**src/common/seq_ctrl_map.svh**
```systemverilog
/*
  register offsets, field positions, write mask and reset values of the
  trigger sequencer control block. assumes byte addressing on a 32-bit bus.
*/
`ifndef SEQ_CTRL_MAP_SVH
`define SEQ_CTRL_MAP_SVH

`define CST_OFFSET 8'h00
`define STEP_LIM_OFFSET 8'h04
`define LOOP_LIM_OFFSET 8'h08
`define TIMER_LIM_OFFSET 8'h0C
`define CMD_OFFSET 8'h10
`define IRQ_STAT_OFFSET 8'h14
`define IRQ_MASK_OFFSET 8'h18
`define PULSE_WIDTH_OFFSET 8'h1C
`define WDOG_LIM_OFFSET 8'h20

`define BIT_ENABLE 15
`define BIT_HALT_IDLE 13
`define BIT_TOGGLE 12
`define BIT_SOFT_TRIG 10
`define BIT_SSTEP 9
`define BIT_VIS 8
`define BIT_RUN 7
`define BIT_WDTO 6
`define BIT_WAIT_HI 1
`define BIT_WAIT_LO 0
`define CST_WRITE_MASK 16'hB783

`define CST_RESET 16'h0000
`define LIM_RESET 16'h0000
`define PULSE_WIDTH_RESET 4'h0
`define WDOG_LIM_RESET 16'h0000

`define IRQ_BIT_WDTO 0
`define IRQ_BIT_STEP 1
`define IRQ_BIT_TRIG 2

`endif

```
**src/common/seq_ctrl_pkg.sv**
```systemverilog
/*
  types of the trigger sequencer control block.
  assumes seq_ctrl_map.svh for numeric constants.
*/
package seq_ctrl_pkg;

  typedef enum logic [2:0] {
    OP_NOP,
    OP_EMIT_TRIGGER,
    OP_WAIT_INPUT_HIGH,
    OP_WAIT_INPUT_LOW,
    OP_WAIT_SOFT_TRIGGER,
    OP_DELAY
  } seq_op_e;

  typedef struct packed {
    seq_op_e op;
    logic [1:0] sel;
  } seq_cmd_s;

  typedef struct packed {
    logic enable;
    logic halt_in_idle;
    logic output_toggle_select;
    logic single_step_enable;
    logic counter_visibility;
    logic sequencer_run;
    logic [1:0] input_wait_mode;
  } seq_cfg_s;

  typedef struct packed {
    logic [15:0] step_delay;
    logic [15:0] loop_count;
    logic [15:0] timer;
  } seq_live_s;

endpackage

```
**src/verilog/trig_seq_ctrl.sv**
```systemverilog
/*
  control/status logic of a trigger sequencer behind an avalon-mm slave.
  assumes one system clock, synchronous reset, and an idle request and
  external wait inputs from other clock domains.
*/
// Summary of operation
// RULE_01 - enable bit runs module, else inactive
// RULE_02 - halt-in-idle suspends sequencer during idle
// RULE_03 - toggle mode inverts trigger output per emit
// RULE_04 - pulse mode emits one programmed-width pulse
// RULE_05 - soft trigger write one triggers, zero ignored
// RULE_06 - soft trigger only for wait-soft-trigger step
// RULE_07 - single-step bit enables single-step mode
// RULE_08 - visibility one reads live counters
// RULE_09 - visibility zero reads written limits
// RULE_10 - run bit executes commands, clear stops
// RULE_11 - watchdog expiry sets timeout flag
// RULE_12 - wait mode affects only input wait commands
// RULE_13 - control bits and timeout reset to zero
// RULE_14 - unimplemented bits read zero, ignore writes
`timescale 1ns/1ps
`default_nettype none
`include "seq_ctrl_map.svh"
module trig_seq_ctrl
  import seq_ctrl_pkg::*;
#(
  parameter int N_OUT = 4,
  parameter int N_IN = 4,
  parameter int CMD_DEPTH = 16
) (
  // clock and reset
  input wire logic sys_clk_i,
  input wire logic rst_i,
  // avalon-mm slave
  input wire logic [7:0] avs_address_i,
  input wire logic avs_read_i,
  input wire logic avs_write_i,
  input wire logic [31:0] avs_writedata_i,
  input wire logic [3:0] avs_byteenable_i,
  output logic [31:0] avs_readdata_o,
  output logic avs_waitrequest_o,
  // device state and inputs
  input wire logic idle_req_i,
  input wire logic [N_IN-1:0] wait_input_i,
  // trigger outputs and interrupt
  output logic [N_OUT-1:0] trigger_output_o,
  output logic irq_o
);
  localparam int AW = $clog2(CMD_DEPTH);

  // control/status
  logic [15:0] cst_q;
  logic wdto_q;
  logic [15:0] step_lim_q, loop_lim_q, timer_lim_q, wdog_lim_q;
  logic [3:0] pulse_width_q;
  logic [2:0] irq_stat_q, irq_mask_q;
  seq_cmd_s cmd_mem [CMD_DEPTH];
  logic [AW-1:0] pc_q;
  logic soft_pend_q;
  seq_live_s live_q;
  seq_cfg_s cfg;

  // synchronisers
  logic idle_meta_q, idle_q;
  logic [N_IN-1:0] in_meta_q, in_q;

  // bus
  logic rd_ack_q, wr_ack_q;
  logic wr_en, rd_en;
  logic [15:0] wdata16;

  // sequencer
  typedef enum logic [1:0] {S_STOP, S_FETCH, S_EXEC} seq_state_e;
  seq_state_e state_q;
  seq_cmd_s cur;
  logic active, emit, step_done, waiting, wd_expire, step_ok, step_fin;
  logic [N_OUT-1:0] emit_vec;

  function automatic logic [15:0] merge16(input logic [15:0] old,
                                          input logic [15:0] nw,
                                          input logic [3:0] be);
    merge16 = {be[1] ? nw[15:8] : old[15:8], be[0] ? nw[7:0] : old[7:0]};
  endfunction

  assign cfg.enable = cst_q[`BIT_ENABLE];
  assign cfg.halt_in_idle = cst_q[`BIT_HALT_IDLE];
  assign cfg.output_toggle_select = cst_q[`BIT_TOGGLE];
  assign cfg.single_step_enable = cst_q[`BIT_SSTEP];
  assign cfg.counter_visibility = cst_q[`BIT_VIS];
  assign cfg.sequencer_run = cst_q[`BIT_RUN];
  assign cfg.input_wait_mode = cst_q[`BIT_WAIT_HI:`BIT_WAIT_LO];

  // one wait state per access keeps read data registered; a write
  // lands only on the edge that sees waitrequest low
  assign wr_en = avs_write_i && wr_ack_q;
  assign rd_en = avs_read_i && !rd_ack_q;
  assign avs_waitrequest_o = (avs_read_i && !rd_ack_q) || (avs_write_i && !wr_ack_q);
  assign wdata16 = avs_writedata_i[15:0];

  always_ff @(posedge sys_clk_i) begin
    if (rst_i) begin
      idle_meta_q <= 1'b0;
      idle_q <= 1'b0;
      in_meta_q <= '0;
      in_q <= '0;
    end else begin
      idle_meta_q <= idle_req_i;
      idle_q <= idle_meta_q;
      in_meta_q <= wait_input_i;
      in_q <= in_meta_q;
    end
  end

  always_ff @(posedge sys_clk_i) begin
    if (rst_i) begin
      rd_ack_q <= 1'b0;
      wr_ack_q <= 1'b0;
    end else begin
      rd_ack_q <= rd_en;
      wr_ack_q <= avs_write_i && !wr_ack_q;
    end
  end

  // control/status writes
  always_ff @(posedge sys_clk_i) begin
    if (rst_i) begin
      cst_q <= `CST_RESET; // [RULE_13]
    end else begin
      if (wr_en && avs_address_i == `CST_OFFSET) begin
        // soft trigger bit never stored; unimplemented bits dropped
        cst_q <= merge16(cst_q, wdata16, avs_byteenable_i) & `CST_WRITE_MASK
                 & ~(16'h0001 << `BIT_SOFT_TRIG); // [RULE_14]
      end else if (step_fin && cfg.single_step_enable) begin
        // software write wins over the step's own stop
        cst_q[`BIT_RUN] <= 1'b0; // [RULE_07]
      end
    end
  end

  // limits, pulse width, interrupt mask
  always_ff @(posedge sys_clk_i) begin
    if (rst_i) begin
      step_lim_q <= `LIM_RESET;
      loop_lim_q <= `LIM_RESET;
      timer_lim_q <= `LIM_RESET;
      wdog_lim_q <= `WDOG_LIM_RESET;
      pulse_width_q <= `PULSE_WIDTH_RESET;
      irq_mask_q <= '0;
    end else if (wr_en) begin
      case (avs_address_i)
        `STEP_LIM_OFFSET: step_lim_q <= merge16(step_lim_q, wdata16, avs_byteenable_i);
        `LOOP_LIM_OFFSET: loop_lim_q <= merge16(loop_lim_q, wdata16, avs_byteenable_i);
        `TIMER_LIM_OFFSET: timer_lim_q <= merge16(timer_lim_q, wdata16, avs_byteenable_i);
        `WDOG_LIM_OFFSET: wdog_lim_q <= merge16(wdog_lim_q, wdata16, avs_byteenable_i);
        `PULSE_WIDTH_OFFSET: begin
          if (avs_byteenable_i[0]) begin
            pulse_width_q <= wdata16[3:0];
          end
        end
        `IRQ_MASK_OFFSET: begin
          if (avs_byteenable_i[0]) begin
            irq_mask_q <= wdata16[2:0];
          end
        end
        default: ;
      endcase
    end
  end

  // command slots: word at CMD_OFFSET, bits 11:8 slot index, 4:0 command
  // unwritten slots run as no-ops, never as unknown commands
  always_ff @(posedge sys_clk_i) begin
    if (rst_i) begin
      for (int i = 0; i < CMD_DEPTH; i++) begin
        cmd_mem[i] <= '{op: OP_NOP, sel: 2'b00};
      end
    end else if (wr_en && avs_address_i == `CMD_OFFSET && avs_byteenable_i[1:0] == 2'b11) begin
      cmd_mem[wdata16[8+AW-1:8]] <= seq_cmd_s'(wdata16[4:0]);
    end
  end

  // soft trigger pending: set wins over consume
  always_ff @(posedge sys_clk_i) begin
    if (rst_i || !cfg.enable) begin
      soft_pend_q <= 1'b0;
    end else if (wr_en && avs_address_i == `CST_OFFSET && avs_byteenable_i[1]
                 && wdata16[`BIT_SOFT_TRIG]) begin
      soft_pend_q <= 1'b1; // [RULE_05]
    end else if (active && state_q == S_EXEC && cur.op == OP_WAIT_SOFT_TRIGGER) begin
      soft_pend_q <= 1'b0; // [RULE_06]
    end
  end

  // module runs when enabled and not halted by idle
  assign active = cfg.enable && !(cfg.halt_in_idle && idle_q); // [RULE_01] [RULE_02]
  assign cur = cmd_mem[pc_q];
  // single-step: run bit is cleared after each step
  assign step_ok = cfg.sequencer_run; // [RULE_10]

  always_comb begin
    step_done = 1'b0;
    case (cur.op)
      OP_EMIT_TRIGGER: step_done = 1'b1;
      // wait mode 00 waits for the level, other modes need it held
      OP_WAIT_INPUT_HIGH: step_done = in_q[cur.sel] && (cfg.input_wait_mode == 2'b00
                                      || live_q.timer >= timer_lim_q); // [RULE_12]
      OP_WAIT_INPUT_LOW: step_done = !in_q[cur.sel] && (cfg.input_wait_mode == 2'b00
                                      || live_q.timer >= timer_lim_q); // [RULE_12]
      OP_WAIT_SOFT_TRIGGER: step_done = soft_pend_q; // [RULE_06]
      OP_DELAY: step_done = live_q.step_delay >= step_lim_q;
      default: step_done = 1'b1;
    endcase
  end

  assign waiting = active && state_q == S_EXEC && !step_done;
  assign step_fin = active && state_q == S_EXEC && step_done;
  assign emit = active && state_q == S_EXEC && cur.op == OP_EMIT_TRIGGER;
  assign emit_vec = emit ? (N_OUT'(1) << cur.sel) : '0;

  always_ff @(posedge sys_clk_i) begin
    if (rst_i) begin
      state_q <= S_STOP;
      pc_q <= '0;
    end else if (!cfg.enable || wd_expire) begin
      state_q <= S_STOP;
      pc_q <= '0;
    end else if (active) begin
      case (state_q)
        S_STOP: if (step_ok) state_q <= S_FETCH;
        S_FETCH: state_q <= S_EXEC;
        S_EXEC: begin
          if (step_done) begin
            pc_q <= pc_q + 1'b1;
            state_q <= (step_ok && !cfg.single_step_enable) ? S_FETCH : S_STOP; // [RULE_07]
          end else if (!step_ok) begin
            state_q <= S_STOP; // [RULE_10]
          end
        end
        default: state_q <= S_STOP;
      endcase
    end
  end

  // live counters
  always_ff @(posedge sys_clk_i) begin
    if (rst_i || !cfg.enable) begin
      live_q <= '0;
    end else if (active && state_q == S_EXEC) begin
      live_q.step_delay <= step_done ? 16'h0000 : live_q.step_delay + 16'h0001;
      live_q.timer <= (cur.op == OP_WAIT_INPUT_HIGH ? in_q[cur.sel] : !in_q[cur.sel])
                      ? live_q.timer + 16'h0001 : 16'h0000;
      if (step_done && pc_q == AW'(CMD_DEPTH - 1)) begin
        live_q.loop_count <= live_q.loop_count + 16'h0001;
      end
    end
  end

  // timeout flag and interrupt status
  always_ff @(posedge sys_clk_i) begin
    if (rst_i) begin
      wdto_q <= 1'b0; // [RULE_13]
    end else if (wd_expire) begin
      wdto_q <= 1'b1; // [RULE_11]
    end else if (wr_en && avs_address_i == `CST_OFFSET && avs_byteenable_i[0]
                 && !wdata16[`BIT_WDTO]) begin
      wdto_q <= 1'b0;
    end
  end

  always_ff @(posedge sys_clk_i) begin
    if (rst_i) begin
      irq_stat_q <= '0;
    end else begin
      // events win over the clearing read
      irq_stat_q <= ((rd_en && avs_address_i == `IRQ_STAT_OFFSET) ? 3'b000 : irq_stat_q)
                    | {emit, active && state_q == S_EXEC && step_done, wd_expire};
    end
  end

  assign irq_o = |(irq_stat_q & irq_mask_q);

  // read data
  always_ff @(posedge sys_clk_i) begin
    if (rst_i) begin
      avs_readdata_o <= '0;
    end else if (rd_en) begin
      case (avs_address_i)
        `CST_OFFSET: avs_readdata_o <= {16'h0000, cst_q | (16'(wdto_q) << `BIT_WDTO)}; // [RULE_14]
        `STEP_LIM_OFFSET: avs_readdata_o <= {16'h0000,
          cfg.counter_visibility ? live_q.step_delay : step_lim_q}; // [RULE_08] [RULE_09]
        `LOOP_LIM_OFFSET: avs_readdata_o <= {16'h0000,
          cfg.counter_visibility ? live_q.loop_count : loop_lim_q}; // [RULE_08] [RULE_09]
        `TIMER_LIM_OFFSET: avs_readdata_o <= {16'h0000,
          cfg.counter_visibility ? live_q.timer : timer_lim_q}; // [RULE_08] [RULE_09]
        `IRQ_STAT_OFFSET: avs_readdata_o <= {29'h0000_0000, irq_stat_q};
        `IRQ_MASK_OFFSET: avs_readdata_o <= {29'h0000_0000, irq_mask_q};
        `PULSE_WIDTH_OFFSET: avs_readdata_o <= {28'h000_0000, pulse_width_q};
        `WDOG_LIM_OFFSET: avs_readdata_o <= {16'h0000, wdog_lim_q};
        default: avs_readdata_o <= 32'h0000_0000;
      endcase
    end
  end

  wdog_timer #(.W(16)) u_wdog (
    .sys_clk_i(sys_clk_i),
    .rst_i(rst_i),
    .waiting_i(waiting),
    .limit_i(wdog_lim_q),
    .expire_o(wd_expire)
  );

  genvar g;
  generate
    for (g = 0; g < N_OUT; g++) begin : g_out
      trig_out_gen #(.PW_BITS(4)) u_out (
        .sys_clk_i(sys_clk_i),
        .rst_i(rst_i),
        .enable_i(cfg.enable),
        .emit_i(emit_vec[g]),
        .toggle_mode_i(cfg.output_toggle_select),
        .width_i(pulse_width_q),
        .trigger_output_o(trigger_output_o[g])
      );
    end
  endgenerate
endmodule
`default_nettype wire

```
**src/verilog/trig_out_gen.sv**
```systemverilog
/*
  one trigger output: toggles or emits a pulse of programmed width.
  assumes a one-cycle emit strobe on the system clock.
*/
`timescale 1ns/1ps
`default_nettype none
module trig_out_gen
  import seq_ctrl_pkg::*;
#(
  parameter int PW_BITS = 4
) (
  // clock and reset
  input wire logic sys_clk_i,
  input wire logic rst_i,
  // control
  input wire logic enable_i,
  input wire logic emit_i,
  input wire logic toggle_mode_i,
  input wire logic [PW_BITS-1:0] width_i,
  // output
  output logic trigger_output_o
);
  logic [PW_BITS:0] pulse_cnt_q;
  logic level_q;

  always_ff @(posedge sys_clk_i) begin
    if (rst_i || !enable_i) begin
      level_q <= 1'b0;
      pulse_cnt_q <= '0;
    end else if (emit_i && toggle_mode_i) begin
      level_q <= ~level_q; // [RULE_03]
    end else if (emit_i) begin
      level_q <= 1'b1; // [RULE_04]
      pulse_cnt_q <= {1'b0, width_i};
    end else if (!toggle_mode_i && level_q) begin
      // width field n gives n+1 cycles high
      if (pulse_cnt_q == '0) begin
        level_q <= 1'b0; // [RULE_04]
      end else begin
        pulse_cnt_q <= pulse_cnt_q - 1'b1;
      end
    end
  end

  assign trigger_output_o = level_q;
endmodule
`default_nettype wire

```
**src/verilog/wdog_timer.sv**
```systemverilog
/*
  sequencer watchdog: counts while a command waits, fires once on expiry.
  assumes a limit of zero disables it.
*/
`timescale 1ns/1ps
`default_nettype none
module wdog_timer #(
  parameter int W = 16
) (
  // clock and reset
  input wire logic sys_clk_i,
  input wire logic rst_i,
  // control
  input wire logic waiting_i,
  input wire logic [W-1:0] limit_i,
  // event
  output logic expire_o
);
  logic [W-1:0] cnt_q;

  always_ff @(posedge sys_clk_i) begin
    if (rst_i || !waiting_i) begin
      cnt_q <= '0;
    end else if (limit_i != '0 && cnt_q != limit_i) begin
      cnt_q <= cnt_q + 1'b1;
    end
  end

  always_ff @(posedge sys_clk_i) begin
    if (rst_i) begin
      expire_o <= 1'b0;
    end else begin
      expire_o <= waiting_i && limit_i != '0 && cnt_q == limit_i - 1'b1; // [RULE_11]
    end
  end
endmodule
`default_nettype wire

```
**config.mk**
```make
export PLATFORM = sky130hd
export DESIGN_NAME = trig_seq_ctrl
export DESIGN_NICKNAME = d
export VERILOG_FILES = /design/src/common/seq_ctrl_pkg.sv /design/src/verilog/trig_seq_ctrl.sv /design/src/verilog/trig_out_gen.sv /design/src/verilog/wdog_timer.sv
export VERILOG_INCLUDE_DIRS = /design/src /design/src/common
export SDC_FILE = /design/constraint.sdc
export NUM_CORES = 1
export LEC_CHECK = 0
export BUFFER_PORTS_ARGS = -buffer_cell sky130_fd_sc_hd__buf_2
export CAP_MARGIN = 20
export CELL_PAD_IN_SITES_DETAIL_PLACEMENT = 0
export CELL_PAD_IN_SITES_GLOBAL_PLACEMENT = 1
export CORE_ASPECT_RATIO = 1.75
export CORE_MARGIN = 2
export CORE_UTILIZATION = 48
export CTS_CLUSTER_SIZE = 30
export DETAILED_ROUTE_END_ITERATION = 10
export PLACE_DENSITY = 0.78
export SYNTH_ARGS = -nofsm -noshare
export SYNTH_HDL_FRONTEND = slang
export SYNTH_SLANG_ARGS = --single-unit
```
**constraint.sdc**
```tcl
create_clock -name sys_clk_i -period 4.4 [get_ports sys_clk_i]
set_clock_uncertainty 0.2 [all_clocks]
set_input_delay 0.22 -clock sys_clk_i [delete_from_list [all_inputs] [get_ports sys_clk_i]]
set_output_delay 0.22 -clock sys_clk_i [all_outputs]
set_load 0.05 [all_outputs]
```
==> results.md <==
* Status: finished, final reports clean
* Via Count at 12130
* GRT overflow at 0
* CP arrival at ~4.2 ns
* CP Max Fanout at 17
* RSZ-0062 raised after global routing: false
* Setup TNS at 0 ns
* P per Cell Area at 313 mW/mm2
* Max incr delay on CP at 0.90 ns
* Multi-input logic area at 0.00806 mm2
* Synth Register Bits at around 290
* Worst hold path class: primary input to flop
* CTS H-tree lvls at 1
* Power, Total at approximately 5.3 mW
* Final core utilization at a little over half
* ANT cells at 0
* Rows at 86
* GP Congestion at 0.929
* CP cell instances: mux4_2 > mux4_2 > o211a_2 > nor4_4 > a21oi_2 > o31ai_2 > nor2_1
* Mapped cell area at 0.0153 mm2
* Core area at 0.0315 mm2
* Slew margin rel. at 22.2%
* Post-DR wirelength/cell at 20.7 um
* Worst setup path class: flop to flop
* Post-CTS setup buffer count at 0
* Clk Latency, worst-skew pair at 0.56 ns
* Fill cells at between 2000 and 3000
* DP HPWL at 31900 um
* CTS tree: done
* CTS Sinks at 291
* Maximum clock insertion buffer count at 3
* Slew @ Worst Pin at between 1 and 1.5 ns
* Vias in the first global route at 11761
* Reg area at 0.00663 mm2
* Final Routed Wirelength at 43400 um
* Worst Hold Margin at 0.0737 ns
* Resized Gates After CTS at 0
* Tcrit/Tclk final at about nine tenths
* Die Y at 241 um
* MaxCap Viol Count at 0
* Layout cells sized above 1 at 11.9%
* First-pass GRT wire length at 66200 um
* Family with the most delay on the worst path: compound AO/OA/AOI/OAI gates
* Clock Pin Slew Worst Setup and Hold Paths at 0.06 ns
* Worst vdd ir at between 0.3 and 0.4 mV
* Master of the slowest instance on the critical path: o31ai_2
* Share of synthesized registers carrying an async set or reset at 0%
* Tmin final at 4.01 ns
* Leak at 6.29 nW
* Endpoint type of the worst setup path: flop
* Placed cell count at between 2000 and 2500
* Final Max Slew Viols at 0
* Distinct cells, synth at 78
* Port buffer count at 56
* Post-synthesis sequential area ratio at 43.2%
* Worst path bufs/invs at 0
* CTS root buffer: clkbuf_16
* Avg Vias per Cell at 5.77
* Initial DRC Count at 802
* Worst Path Required at 4.59 ns
* Hold Vio Cnt, Final at 0
* CP dominant cell by count: mux4_2
* Die ar. at 0.0335 mm2
* I/O pin count at 91
* Ys Warns at 0
* First-pass detailed-route iteration total at 5
* Initial antenna violation count at 0
* Post-synth top cells: dfxtp_1 (211), nor2_1 (202), nand2_1 (132)
* Area contributors post-synth: dfxtp_1 (28%), edfxtp_1 (16%), mux2i_1 (7.1%)
* Final net count at 1785
* Largest net degree at the start of global routing at 54
* Area grow syn2layout at 10.5%
* Total track usage at 25.4%
* Avg Inst Size Synth at 9.35 um2
* Most frequent cell after synthesis: dfxtp_1
* CP Launch Type: flop
* # DRC at 0
* Initial core utilization at 48.7%
* Fmax at 249 MHz
* Final cell count without fillers at 2101
* CTS Buf Count at 27
* # setup viols final at 0
* Final antenna-violating net count at 0
* Primary FF master, synth: dfxtp_1
* Number of synthesized flops with an enable pin at 80
* Mapped Cells at between 1500 and 2000
* Synth top area share at 27.5%
* Synth area leader: dfxtp_1
* Chip width at 139 um
[registers in the layout, summed over array words and instances (netlist names), 2 cells and up, named ones only]
name and flops:
avs_readdata_o 16, cmd_mem 80, cst_q 8, g_out.u_out.pulse_cnt_q 20, g_out.u_out.trigger_output_o 4, in_meta_q 4
in_q 4, irq_mask_q 3, irq_stat_q 3, live_q 48, loop_lim_q 16, pc_q 4
pulse_width_q 4, state_q 2, step_lim_q 16, timer_lim_q 16, u_wdog.cnt_q 16, wdog_lim_q 16
[repair_timing]
item | CTS | global route
hold buffers | 24 | 0
endpoints found under the setup margin | 0 | 0
hold endpoints to repair | 78 | 0
[area by class of cell]
type	instances	area share [%]
Clock buffer	40	4.51
Clock inverter	8	0.243
Inverter	54	1.20
Multi-Input combinational cell	1199	47.5
Sequential cell	291	39.1
Tap cell	396	2.92
Timing Repair Buffer	113	4.54
[worst min-delay path, delay by kind of cell]
kind                   cells  cell delay [ns]
AO/OA/AOI/OAI              2             0.37
buffers and inverters      1             0.14
AND/OR/NAND/NOR            1             0.05
[per-stage QoR]
step / cell area (um2) / setup WS (ns)
CTS: 17000 / 0.330
global placement: 15900 / 0.467
finish: 17000 / 0.392
detailed placement: 15900 / 0.362
global route: 17000 / 0.0709
floorplan: 15400 / 1.26
[power breakdown]
part	switching [mW]	internal (mW)
clock network	1.02	1.20
registers	0.0164	2.78
logic	0.207	0.0793
[path summary, 6_finish.rpt]
kind	from	to	slack, ns	cells after the start
min	avs_address_i[4]	avs_readdata_o[1]$_SDFFE_PP0P_	0.07	4
min reg2reg	in_meta_q[1]$_SDFF_PP0_	in_q[1]$_SDFF_PP0_	0.24	1
max	flop	live_q[35]$_SDFFE_PP0P_	0.39	7
max reg2reg	flop	live_q[35]$_SDFFE_PP0P_	0.39	7
[cell usage in the layout (no fill, tap or decap), types with 9 or more instances in the layout]
cell / instances
dfxtp_1: 211
nor2_1: 202
nand2_1: 132
mux2i_1: 109
and2_1: 95
edfxtp_1: 80
a21oi_1: 76
nand3_1: 63
buf_2: 55
inv_1: 54
ha_1: 46
nor3_1: 39
o21ai_0: 39
xor2_1: 35
buf_4: 34
xnor2_1: 33
nand2b_1: 32
mux4_2: 28
clkbuf_16: 27
dlygate4sd3_1: 24
nand4_1: 22
nor2b_1: 20
or2_2: 20
conb_1: 16
a22oi_1: 14
and3_1: 13
mux2_2: 12
o21ai_1: 12
a21o_1: 11
nor4_1: 9
clkbuf_1: 9
[cells by family (layout without fill, tap and decap cells)]
group,count (synthesis),in the layout,share of synthesized area [%]
simple gates,680,680,22.0
flops,291,291,43.2
compound gates,240,240,10.3
buf+inv,167,215,4.77
mux,149,149,12.1
xor+xnor,68,68,3.88
fa+ha+maj,46,46,3.75
other cells,1,16,0.0244
[per-layer routing]
metal | track usage [%] | wire (um) | vias up
li1 | - | - | 5820
met1 | 27.9 | 16600 | 5868
met2 | 47.5 | 22400 | 335
met3 | 2.79 | 1690 | 107
met4 | 14.6 | 2710 | 0
met5 | 0 | 0 | -
No activity file was read; power rests on OpenSTA's default activity.
